$ cat config.mk
export PLATFORM = sky130hd
export DESIGN_NAME = dmd_divider
export DESIGN_NICKNAME = d
export VERILOG_FILES = /design/src/rtl/dmd_pkg.sv /design/src/rtl/dmd_divider.sv /design/src/rtl/dmd_preset_counter.sv
export SDC_FILE = /design/constraint.sdc
export NUM_CORES = 1
export LEC_CHECK = 0
export BUFFER_PORTS_ARGS = -buffer_cell sky130_fd_sc_hd__buf_2
export CORE_MARGIN = 2
export CORE_UTILIZATION = 45
export DETAILED_ROUTE_END_ITERATION = 8
export PLACE_DENSITY = 0.7
export SYNTH_ARGS = -nofsm -noshare
export SYNTH_HDL_FRONTEND = slang
export SYNTH_SLANG_ARGS = --single-unit
$ cat constraint.sdc
create_clock -name sys_clk -period 6.16 [get_ports sys_clk]
set_clock_uncertainty 0.1 [all_clocks]
set_input_delay 0.924 -clock sys_clk [delete_from_list [all_inputs] [get_ports sys_clk]]
set_output_delay 0.924 -clock sys_clk [all_outputs]
set_load 0.01 [all_outputs]
$ cat src/rtl/dmd_pkg.sv
// How it works
// - input arrives already divided by four
// - end pulses form the 25 kHz output
// - overall ratio even, 40 through 318
// - adjacent ratios differ by exactly two
// - ten/twelve prescaler plus preset cycle counter
// - modulus twelve selected at cycle start
// - switch to ten after twelve-count done
// - ten-cycles equal rank minus twelve-cycles
// - end pulse after last ten-cycle
// - counter reloads, new cycle begins
// - zero twelve-count means ten throughout
// - zero ten-count means twelve throughout
// - secondary rank spans 500 to 699
// - secondary rank follows every setting step
// - discriminator code drives search converter
// - main rank spans 4 to 31
// - search code steps until lock
// - secondary output is 1 kHz when locked
package dmd_pkg;
    localparam logic [4:0] RANK_OFFSET = 5'h02;
    localparam logic [4:0] MHZ_TENS_WEIGHT = 5'h0A;
    localparam logic [4:0] RANK_MIN = 5'h04;
    localparam logic [4:0] RANK_MAX = 5'h1F;
    localparam logic [3:0] PRE_MOD_HI = 4'hC;
    localparam logic [3:0] PRE_MOD_LO = 4'hA;
    localparam logic [8:0] RATIO_TEN_WEIGHT = 9'h00A;
    localparam logic [8:0] RATIO_STEP = 9'h002;
    localparam logic [8:0] RATIO_MIN = 9'h028;
    localparam logic [8:0] RATIO_MAX = 9'h13E;
    localparam logic [9:0] SEC_BASE = 10'h1F4;
    localparam logic [9:0] SEC_MAX = 10'h2BB;
    localparam logic [9:0] SEC_ODD_HUNDRED = 10'h064;
    localparam logic [9:0] SEC_TENS_WEIGHT = 10'h00A;
    localparam logic [7:0] SEARCH_MID = 8'h80;
    localparam logic [7:0] SEARCH_MAX = 8'hFF;
    localparam logic [7:0] SEARCH_MIN = 8'h00;
endpackage

$ cat src/rtl/dmd_divider.sv
`timescale 1ns/1ps
module dmd_divider #(
    parameter int WIN_LEN = 8
) (
    // clock, reset, enable
    input wire logic sys_clk,
    input wire logic arst_n,
    input wire logic clk_en,
    // front-panel setting digits, bcd
    input wire logic [1:0] set_mhz_tens,
    input wire logic [3:0] set_mhz_units,
    input wire logic [3:0] set_khz100,
    input wire logic [3:0] set_khz10,
    input wire logic [3:0] set_khz1,
    // divided-down signals and references
    input wire logic prescaled_input_signal,
    input wire logic sec_mixer_signal,
    input wire logic main_ref_signal,
    input wire logic sec_ref_signal,
    // outputs
    output logic divided_output_signal,
    output logic mod12_sel,
    output logic sec_divided_output,
    output logic [7:0] main_search_code,
    output logic [7:0] sec_search_code,
    output logic main_locked,
    output logic sec_locked
);
    typedef struct packed {
        logic armed;
        logic pin_d;
        logic mix_d;
        logic [1:0] ref_d;
        logic [3:0] pre_cnt;
        logic mod12;
        logic [2:0] twelve_left;
        logic [4:0] rank_left;
        logic div_out;
        logic sec_out;
        logic [1:0][7:0] code;
        logic [1:0][3:0] win_cnt;
        logic [1:0][4:0] hit_cnt;
        logic [1:0] locked;
    } dmd_state_s;

    localparam logic [3:0] WIN_L = 4'(WIN_LEN);
    localparam logic [4:0] WIN_W = 5'(WIN_LEN);

    if (WIN_LEN < 3 || WIN_LEN > 14) begin : g_bad_win
        $error("dmd_divider: WIN_LEN must be 3..14");
    end

    logic [1:0] rst_sync;
    logic rst_n;
    dmd_state_s st_reg;
    dmd_state_s st_next;
    logic [4:0] rank_set;
    logic [2:0] twelve_set;
    logic [9:0] sec_rank;
    logic step;
    logic pre_done;
    logic sec_term;
    logic [1:0] ev_out;
    logic [1:0] ev_ref;
    logic [3:0] pre_mod;

    always_ff @(posedge sys_clk or negedge arst_n) begin
        if (!arst_n) begin
            rst_sync <= 2'h0;
        end else begin
            rst_sync <= {rst_sync[0], 1'b1};
        end
    end
    assign rst_n = rst_sync[1];

    // rank is whole MHz plus two; twelves are half the 100 kHz digit
    assign rank_set = 5'(set_mhz_tens) * dmd_pkg::MHZ_TENS_WEIGHT + 5'(set_mhz_units)
        + dmd_pkg::RANK_OFFSET;
    assign twelve_set = set_khz100[3:1];
    assign sec_rank = dmd_pkg::SEC_BASE + (set_khz100[0] ? dmd_pkg::SEC_ODD_HUNDRED : 10'h000)
        + 10'(set_khz10) * dmd_pkg::SEC_TENS_WEIGHT + 10'(set_khz1);

    // one prescaled edge per sys_clk sample; needs input below half sys_clk
    assign step = prescaled_input_signal & ~st_reg.pin_d;
    assign pre_mod = st_reg.mod12 ? dmd_pkg::PRE_MOD_HI : dmd_pkg::PRE_MOD_LO;
    assign pre_done = st_reg.armed && step && (st_reg.pre_cnt >= pre_mod - 4'h1);
    assign ev_out = {st_reg.sec_out, st_reg.div_out};
    // no false edges in the load cycle right after reset
    assign ev_ref = {sec_ref_signal & ~st_reg.ref_d[1], main_ref_signal & ~st_reg.ref_d[0]} & {2{st_reg.armed}};

    dmd_preset_counter #(
        .W(10)
    ) u_sec (
        .clk(sys_clk),
        .rst_n(rst_n),
        .clk_en(clk_en),
        .step(sec_mixer_signal & ~st_reg.mix_d & st_reg.armed),
        .rank(sec_rank),
        .term(sec_term)
    );

    always_comb begin
        st_next = st_reg;
        st_next.pin_d = prescaled_input_signal;
        st_next.mix_d = sec_mixer_signal;
        st_next.ref_d = {sec_ref_signal, main_ref_signal};
        st_next.div_out = 1'b0;
        st_next.sec_out = sec_term;
        if (!st_reg.armed) begin
            st_next.armed = 1'b1;
            st_next.pre_cnt = 4'h0;
            st_next.rank_left = rank_set;
            st_next.twelve_left = twelve_set;
            st_next.mod12 = (twelve_set != 3'h0);
        end else if (step) begin
            if (pre_done) begin
                st_next.pre_cnt = 4'h0;
                if (st_reg.rank_left <= 5'h01) begin
                    st_next.div_out = 1'b1;
                    st_next.rank_left = rank_set;
                    st_next.twelve_left = twelve_set;
                    st_next.mod12 = (twelve_set != 3'h0);
                end else begin
                    st_next.rank_left = st_reg.rank_left - 5'h01;
                    if (st_reg.twelve_left != 3'h0) begin
                        st_next.twelve_left = st_reg.twelve_left - 3'h1;
                        if (st_reg.twelve_left == 3'h1) begin
                            st_next.mod12 = 1'b0;
                        end
                    end
                end
            end else begin
                st_next.pre_cnt = st_reg.pre_cnt + 4'h1;
            end
        end
        // output pulses counted over a window of reference edges
        for (int i = 0; i < 2; i++) begin
            if (ev_ref[i] && st_reg.win_cnt[i] >= WIN_L - 4'h1) begin
                st_next.win_cnt[i] = 4'h0;
                st_next.hit_cnt[i] = {4'h0, ev_out[i]};
                if (st_reg.hit_cnt[i] + 5'h01 < WIN_W) begin
                    st_next.locked[i] = 1'b0;
                    if (st_reg.code[i] != dmd_pkg::SEARCH_MAX) begin
                        st_next.code[i] = st_reg.code[i] + 8'h01;
                    end
                end else if (st_reg.hit_cnt[i] > WIN_W + 5'h01) begin
                    st_next.locked[i] = 1'b0;
                    if (st_reg.code[i] != dmd_pkg::SEARCH_MIN) begin
                        st_next.code[i] = st_reg.code[i] - 8'h01;
                    end
                end else begin
                    st_next.locked[i] = 1'b1;
                end
            end else begin
                if (ev_ref[i]) begin
                    st_next.win_cnt[i] = st_reg.win_cnt[i] + 4'h1;
                end
                // saturate so a runaway loop cannot wrap the count
                if (ev_out[i] && st_reg.hit_cnt[i] != 5'h1F) begin
                    st_next.hit_cnt[i] = st_reg.hit_cnt[i] + 5'h01;
                end
            end
        end
    end

    always_ff @(posedge sys_clk or negedge rst_n) begin
        if (!rst_n) begin
            st_reg <= '0;
            st_reg.code <= {dmd_pkg::SEARCH_MID, dmd_pkg::SEARCH_MID};
        end else if (clk_en) begin
            st_reg <= st_next;
        end
    end

    assign divided_output_signal = st_reg.div_out;
    assign mod12_sel = st_reg.mod12;
    assign sec_divided_output = st_reg.sec_out;
    assign main_search_code = st_reg.code[0];
    assign sec_search_code = st_reg.code[1];
    assign main_locked = st_reg.locked[0];
    assign sec_locked = st_reg.locked[1];

    // helper: prescaled edges per division while the setting is held
    logic [8:0] edge_cnt;
    logic set_stable;
    logic [4:0] last_rank;
    logic [2:0] last_twelve;
    localparam logic [8:0] RATIO_TEN_WEIGHT_W = dmd_pkg::RATIO_TEN_WEIGHT;
    logic [8:0] exp_ratio;
    assign exp_ratio = 9'(rank_set) * RATIO_TEN_WEIGHT_W + 9'(twelve_set) * dmd_pkg::RATIO_STEP;

    always_ff @(posedge sys_clk or negedge rst_n) begin
        if (!rst_n) begin
            edge_cnt <= 9'h000;
            set_stable <= 1'b0;
            last_rank <= 5'h00;
            last_twelve <= 3'h0;
        end else if (clk_en) begin
            last_rank <= rank_set;
            last_twelve <= twelve_set;
            if (st_reg.div_out) begin
                edge_cnt <= {8'h00, step};
                set_stable <= (rank_set == last_rank) && (twelve_set == last_twelve);
            end else begin
                edge_cnt <= edge_cnt + {8'h00, step && st_reg.armed};
                if (rank_set != last_rank || twelve_set != last_twelve) begin
                    set_stable <= 1'b0;
                end
            end
        end
    end

    property p_start_mod12;
        @(posedge sys_clk) disable iff (!rst_n)
        (clk_en && pre_done && st_reg.rank_left <= 5'h01) |=> (mod12_sel == ($past(twelve_set) != 3'h0));
    endproperty
    a_start_mod12: assert property (p_start_mod12) else $error("mod12 wrong at cycle start");

    property p_mod12_fall;
        @(posedge sys_clk) disable iff (!rst_n)
        (clk_en && $fell(mod12_sel)) |-> $past(pre_done);
    endproperty
    a_mod12_fall: assert property (p_mod12_fall) else $error("mod12 dropped off a cycle end");

    property p_end_on_done;
        @(posedge sys_clk) disable iff (!rst_n)
        divided_output_signal |-> $past(pre_done && st_reg.rank_left <= 5'h01);
    endproperty
    a_end_on_done: assert property (p_end_on_done) else $error("end pulse without last cycle");

    property p_reload;
        @(posedge sys_clk) disable iff (!rst_n)
        $rose(divided_output_signal) |-> (st_reg.rank_left == $past(rank_set));
    endproperty
    a_reload: assert property (p_reload) else $error("counter not reloaded");

    property p_ratio;
        @(posedge sys_clk) disable iff (!rst_n)
        (clk_en && st_next.div_out && set_stable && edge_cnt != 9'h000)
            |-> (edge_cnt + 9'h001 == exp_ratio);
    endproperty
    a_ratio: assert property (p_ratio) else $error("division ratio mismatch");

    property p_ratio_range;
        @(posedge sys_clk) disable iff (!rst_n)
        (rank_set >= dmd_pkg::RANK_MIN && rank_set <= dmd_pkg::RANK_MAX && twelve_set < 3'h5)
            |-> (exp_ratio >= dmd_pkg::RATIO_MIN && exp_ratio <= dmd_pkg::RATIO_MAX && !exp_ratio[0]);
    endproperty
    a_ratio_range: assert property (p_ratio_range) else $error("ratio out of range or odd");

    property p_twelve_left;
        @(posedge sys_clk) disable iff (!rst_n)
        (st_reg.armed && mod12_sel) |-> (st_reg.twelve_left != 3'h0);
    endproperty
    a_twelve_left: assert property (p_twelve_left) else $error("mod12 with no twelves left");

    property p_sec_rank;
        @(posedge sys_clk) disable iff (!rst_n)
        (set_khz10 < 4'hA && set_khz1 < 4'hA) |-> (sec_rank >= dmd_pkg::SEC_BASE && sec_rank <= dmd_pkg::SEC_MAX);
    endproperty
    a_sec_rank: assert property (p_sec_rank) else $error("secondary rank out of range");

    property p_search_step;
        @(posedge sys_clk) disable iff (!rst_n)
        (main_search_code != $past(main_search_code)) |-> !main_locked && $past(ev_ref[0]);
    endproperty
    a_search_step: assert property (p_search_step) else $error("search moved while locked");

    property p_sec_search_step;
        @(posedge sys_clk) disable iff (!rst_n)
        (sec_search_code != $past(sec_search_code)) |-> !sec_locked && $past(ev_ref[1]);
    endproperty
    a_sec_search_step: assert property (p_sec_search_step) else $error("sec search moved while locked");

    property p_lock_on_window;
        @(posedge sys_clk) disable iff (!rst_n)
        $rose(main_locked) |-> $past(ev_ref[0]);
    endproperty
    a_lock_on_window: assert property (p_lock_on_window) else $error("lock changed off a window end");

    property p_end_one_cycle;
        @(posedge sys_clk) disable iff (!rst_n)
        (clk_en && divided_output_signal) |=> !divided_output_signal;
    endproperty
    a_end_one_cycle: assert property (p_end_one_cycle) else $error("end pulse longer than one cycle");

    property p_sec_one_cycle;
        @(posedge sys_clk) disable iff (!rst_n)
        (clk_en && sec_divided_output) |=> !sec_divided_output;
    endproperty
    a_sec_one_cycle: assert property (p_sec_one_cycle) else $error("sec pulse longer than one cycle");

    property p_mod12_rise;
        @(posedge sys_clk) disable iff (!rst_n)
        (clk_en && $rose(mod12_sel)) |-> $past(!st_reg.armed || (pre_done && st_reg.rank_left <= 5'h01));
    endproperty
    a_mod12_rise: assert property (p_mod12_rise) else $error("mod12 raised inside a cycle");

    c_end: cover property (@(posedge sys_clk) disable iff (!rst_n) divided_output_signal);
    c_all_twelve: cover property (@(posedge sys_clk) disable iff (!rst_n)
        divided_output_signal && twelve_set == 3'h4 && rank_set == dmd_pkg::RANK_MIN);
    c_lock: cover property (@(posedge sys_clk) disable iff (!rst_n) $rose(main_locked));
    c_sec: cover property (@(posedge sys_clk) disable iff (!rst_n) sec_divided_output);
endmodule

$ cat src/rtl/dmd_preset_counter.sv
`timescale 1ns/1ps
module dmd_preset_counter #(
    parameter int W = 10
) (
    // clock, reset and enable
    input wire logic clk,
    input wire logic rst_n,
    input wire logic clk_en,
    // counting
    input wire logic step,
    input wire logic [W-1:0] rank,
    output logic term
);
    typedef struct packed {
        logic [W-1:0] cnt;
        logic term;
    } dmd_cnt_s;

    dmd_cnt_s st_reg;
    dmd_cnt_s st_next;

    if (W < 2) begin : g_bad_width
        $error("dmd_preset_counter: W too small");
    end

    always_comb begin
        st_next = st_reg;
        st_next.term = 1'b0;
        if (step) begin
            // >= guards a rank lowered mid-cycle
            if (st_reg.cnt >= rank - {{(W-1){1'b0}}, 1'b1}) begin
                st_next.cnt = '0;
                st_next.term = 1'b1;
            end else begin
                st_next.cnt = st_reg.cnt + {{(W-1){1'b0}}, 1'b1};
            end
        end
    end

    always_ff @(posedge clk or negedge rst_n) begin
        if (!rst_n) begin
            st_reg <= '0;
        end else if (clk_en) begin
            st_reg <= st_next;
        end
    end

    assign term = st_reg.term;
endmodule
* Word level (Yosys, flattened, before mapping)
Index checks and enable logic that the tools add are counted.
** Word-level totals
- Flip-flop bits (word level) :: 69
- Bits in latches :: 0
- RAM bits :: 0
- ROM bits :: 0
- Output and inout bits :: 21
- Word-level logic and storage cells :: 137
- Memories :: 0
** Operators by class
- Add/subtract/negate cells :: 19
- Multiply operators :: 2
- Div/mod/pow operators :: 0
- $lt $le $gt $ge :: 9
- Equal/unequal tests :: 11
- Shifts and indexed selects :: 0
- Mux-type cells :: 34
- Bitwise operators :: 10
- Reductions and logical operators :: 31
** Operators by type and width (count)
- two-way mux 8 bit :: 8
- two-way mux 4 bit :: 6
- two-way mux 10 bit :: 2
- two-way mux 5 bit :: 4
- adder 8 x 1 -> 8 bit (second input constant) :: 2
- inequality test 8 bit (second input constant) :: 2
- AND reduction 2 bit :: 8
- nonzero test 2 bit :: 8
- nonzero test 8 bit :: 2
- subtractor 8 x 1 -> 8 bit (second input constant) :: 2
- AND reduction 5 bit :: 3
- two-way mux 14 bit :: 1
- two-way mux 13 bit :: 1
- adder 4 x 1 -> 4 bit (second input constant) :: 3
- adder 10 x 1 -> 10 bit (second input constant) :: 1
- adder 10 x 4 -> 10 bit :: 1
- adder 10 x 8 -> 10 bit :: 1
- adder 5 x 1 -> 5 bit (second input constant) :: 2
- adder 9 x 7 -> 10 bit (first input constant) :: 1
- >= comparator 10 bit :: 1
- greater-than comparator 5 x 4 -> 1 bit (second input constant) :: 2
- less-than comparator 5 x 4 -> 1 bit (second input constant) :: 2
- inequality test 5 bit (second input constant) :: 2
- subtractor 10 x 1 -> 10 bit (second input constant) :: 1
- other kinds (24) :: 50

* Depth between registers and ports, before layout
- Depth in word-level cells :: 8
- Depth in mapped cells :: 18

* Modules after synthesis
From an unflattened synthesis, not the netlist that was laid out.
** Second synthesis, totals
- Cell total of the unflattened synthesis :: 557
- Area total of the unflattened synthesis :: 5097.4 sq um
** Modules (own cells, without submodules)
- dmd_divider :: instances 1, cells each 453, area each 4186.5 sq um, sequential area each 1453.9 sq um
- dmd_preset_counter :: instances 1, cells each 104, area each 910.9 sq um, sequential area each 275.3 sq um

* Worst setup path after synthesis
OpenSTA, ideal clock, no wires.
- Kind :: input to register
- Start :: in set_khz10[1]
- End :: reg u_sec.st_reg[4] (netlist name)
- Setup time :: 65 ps
- Data arrival time :: 4207 ps
- Setup slack :: 1788 ps
- Stages :: 17
- Path buffers :: 1
- Cells stage by stage :: ha_1 -> ha_1 -> inv_1 -> fa_1 -> ha_1 -> inv_1 -> ha_1 -> nand2_1 -> o21ai_0 -> o41ai_1 -> xor2_1 -> ha_1 -> and4_1 -> o21ai_1 -> clkbuf_1 -> o221ai_1 -> nand2_1
** On the way
- Word-level cells in the longest chain between the ends :: 6
** Ends and longest elaborated chain
- from (decl) :: line dmd_divider.sv:13 : input wire logic [3:0] set_khz10,
- multiplier 4 x 3 -> 7 bit :: line dmd_divider.sv:81 : + 10'(set_khz10) * dmd_pkg::SEC_TENS_WEIGHT + 10'(set_khz1);
- adder 10 x 8 -> 10 bit :: line dmd_divider.sv:81
- adder 10 x 4 -> 10 bit :: line dmd_divider.sv:81
- subtractor 10 x 1 -> 10 bit :: line dmd_preset_counter.sv:31 : if (st_reg.cnt >= rank - {{(W-1){1'b0}}, 1'b1}) begin
- >= comparator 10 bit :: line dmd_preset_counter.sv:31
- two-way mux 10 bit :: line dmd_preset_counter.sv:31
- to (signal assigned) :: line dmd_preset_counter.sv:44 : st_reg <= st_next;
- to (decl) :: line dmd_preset_counter.sv:19 : dmd_cnt_s st_reg;
No other way between the ends.
A chain may end at the register's enable or synchronous reset.

* Worst setup path after layout
- Start :: in set_khz10[1]
- End :: reg u_sec.st_reg[2] (netlist name)
The elaborated chain is that of the path after synthesis.

==> flow_summary_export.csv <==
group,metric,value,unit
drt,wl_per_cell,14.0,um
worst_setup_path,critical_path_buf_inv_count,4,
synth,synthFlopType,"dfrtp_1",
place,place_hpwl,7380,um
final_layout,post-route-util,51.5,%
final_layout,finalInstanceArea,5880,um2
worst_setup_path,path_class,"in -> reg",
worst_setup_path,path_cells,"buf_2, ha_1, ha_1, inv_1, fa_1, ha_1, inv_1, ha_1, inv_1, o21bai_1, a21oi_1, xor2_1, ha_1, a21o_1, a21o_1, a21oi_2, o211ai_1, o21ai_0",
floorplanning,start_util,46.3,%
synth,syn_inst,546,
synth,netlist.area_leader.share,31.7,%
worst_setup_path,max_stage_delay,0.55,ns
clock_tree,clock_path_buffers,2,
global_routing,grt_max_degree,68,
worst_setup_path,cp_top_family,"adder cells",
worst_setup_path,rr_endpoint,"main_search_code[7]$_DFFE_PN1P_",
worst_setup_path,cpMaxStageDelayCell,"a21oi_2",
clock_tree,holdBufCountCts,0,
synth,ys_ff_latch,69,
synth,yosysTopAreaCell,"dfrtp_1",
worst_setup_path,start_kind,"input pin",
worst_setup_path,end_kind,"flip-flop",
job,drv_cap,0,
worst_hold_path,hold_path_depth,0,
synth,seq_area_frac_synth,32.7,%
global_routing,grt_overflow,0,
sta,period_share,75.3,%
synth,synthesis.nets,635,
worst_hold_path,hp-start,"rst_sync[0]$_DFF_PN0_",
sta,setup_tns,0,ns
sta,setup_viol,0,
drt,routed_wl,10200,um
synth,synth_edf_count,0,
status,outcome,"finished, final reports clean",
synth,synth.area.top_cells,"dfrtp_1, ha_1, inv_1",
clock_tree,cts_made_buffers,9,
global_routing,antenna_found_initial,0,
worst_setup_path,crit_top_cell,"ha_1",
synth,synth.distinct_cells,77,
synth,synth.most_common_cell,"dfrtp_1",
sta,max_freq,215,MHz
global_routing,grt_pass1_wl,18400,um
floorplanning,die_w,112,um
clock_tree,cts_root_buf,"clkbuf_16",
worst_setup_path,rr_startpoint,"st_reg[2]$_DFFE_PN0P_",
floorplanning,design.core.area,11400,um2
drt,drc,0,
sta,maxSlewViolCount,0,
final_layout,final_nets,667,
power,powerDensity,454,nW/um2
worst_setup_path,arrival,4.76,ns
drt,vias,4123,
final_layout,areaGrowthSynthToFinish,11.4,%
power,ir_drop,0.243,mV
drt,via_per_inst,5.68,
drt,drtIter0Drc,124,
worst_setup_path,reg2regPathDepth,11,
global_routing,grt_pass1_vias,4038,
worst_setup_path,worstPathMaxFanout,16,
clock_tree,numClockSinks,69,
worst_hold_path,min_to,"rst_sync[1]$_DFF_PN0_",
floorplanning,pin_count,46,
place,port_buffers,45,
power,cellLeakagePower,2.86,nW
synth,ys_async_sr_fraction,100,%
clock_tree,clkTransAtPathRegs,0.05,ns
place,dpl_cell_area,5540,um2
synth,ys_top_cells_by_count,"dfrtp_1, ha_1, inv_1, nand2_1, nor2_1",
sta,tightest_slew,1.12,ns
sta,hold_viol_final,0,
final_layout,antennaDiodeCount,0,
worst_setup_path,worst-endpoint-required,6.28,ns
synth,netlist_area,5280,um2
synth,syn_avg_cell_area,9.67,um2
worst_setup_path,ff2ff_setup_slack,2.50,ns
floorplanning,die_area,12600,um2
sta,period_needed,4.64,ns
global_routing,track_usage,17.3,%
clock_tree,cts_htree_levels,3,
final_layout,largest_reg_flops,35,
floorplanning,rows,39,
synth,ys.warnings.count,0,
clock_tree,worstSkewPairLatency,0.33,ns
place,gp_congestion,0.800,
final_layout,layout-drive-gt1-share,17.3,%
drt,firstDrtPassIters,4,
sta,rsz0062_at_grt,"no",
floorplanning,die_h,112,um
drt,antenna_left,0,
worst_hold_path,hold_path_class,"reg -> reg",
clock_tree,cts_tree,"done",
sta,max-slew-margin-rel,25.0,%
clock_tree,cts_setup_buffers,0,
sta,holdWs,0.258,ns
clock_tree,cts_resized,0,
==> layer usage <==
metal | vias up | routed length, um | track usage (%)
met1 | 1997 | 4930 | 23.4
met2 | 67 | 4750 | 28.2
met5 | - | 0 | 0
met3 | 15 | 310 | 3.08
li1 | 2044 | - | -
met4 | 0 | 160 | 5.61
==> worst max-delay path by stage <==
stage,start,to,slack [ns],cells past startpoint
5_1_grt,set_khz10[1],u_sec.st_reg[2]$_DFFE_PN0P_,1.26,17
6_report,set_khz10[1],u_sec.st_reg[2]$_DFFE_PN0P_,1.52,18
3_3_place_gp,set_khz10[1],u_sec.term$_DFFE_PN0P_,1.37,18
3_5_place_dp,set_khz10[1],u_sec.term$_DFFE_PN0P_,1.20,18
4_1_cts,set_khz10[1],u_sec.st_reg[2]$_DFFE_PN0P_,1.51,18
2_1_floorplan,set_khz10[1],u_sec.st_reg[4]$_DFFE_PN0P_,1.79,17
==> metrics by stage <==
| stage | setup WS [ns] | power [W] | instances |
|---|---|---|---|
| 6_report | 1.52 | 0.00267 | 726 |
| 5_1_grt | 1.26 | 0.00292 | 726 |
| 4_1_cts | 1.51 | 0.00269 | 726 |
| 3_5_place_dp | 1.20 | 0.00207 | 710 |
| 3_3_place_gp | 1.37 | 0.00199 | 710 |
| 2_1_floorplan | 1.79 | 0.00182 | 546 |
==> power by group <==
group | internal (W) | switching (W) | total, W
Combinational | 0.000584 | 0.000697 | 0.00128
Clock | 0.000405 | 0.000194 | 0.000600
Sequential | 0.000608 | 0.000184 | 0.000792
Total | 0.00160 | 0.00108 | 0.00267
==> logic make-up (layout without fill, tap and decap cells) <==
group	count (synthesis)	in the layout	synth area share, %
adders and majority gates	64	64	16.0
AOI/OAI and AO/OA	125	125	16.9
muxes	27	27	6.18
xor gates and xnor gates	23	23	3.81
other	1	1	0.0710
and+or+nand+nor	164	164	17.9
DFF	69	69	32.7
buffers and inverters	73	110	6.42
==> final cells by class <==
cell class,instances,area [um2]
fill,1055,5530
multi-input combinational,404,3210
sequential,69,1730
clock buffer,10,239
timing repair buffer,46,233
inverter,48,180
tap,143,179
clock inverter,6,110
==> cell usage in the layout (no fill, tap or decap), drive strengths merged, types with 11 or more instances in the layout <==
| cell | count |
|---|---|
| a21o | 16 |
| a21oi | 20 |
| buf | 46 |
| dfrtp | 67 |
| ha | 58 |
| inv | 48 |
| mux2 | 21 |
| nand2 | 38 |
| nand3 | 24 |
| nor2 | 30 |
| nor3 | 19 |
| o21ai | 20 |
| xnor2 | 12 |
| xor2 | 11 |
==> worst register-to-register path: cells and delay by family (launching register included) <==
family | cells | cell delay [ns]
fa+ha+maj | 3 | 0.90
compound gates | 3 | 0.78
simple gates | 2 | 0.24
flops | 1 | 0.43
xor+xnor | 1 | 0.14
mux | 2 | 1.00
Note: power is estimated with default switching activity, not from simulation.
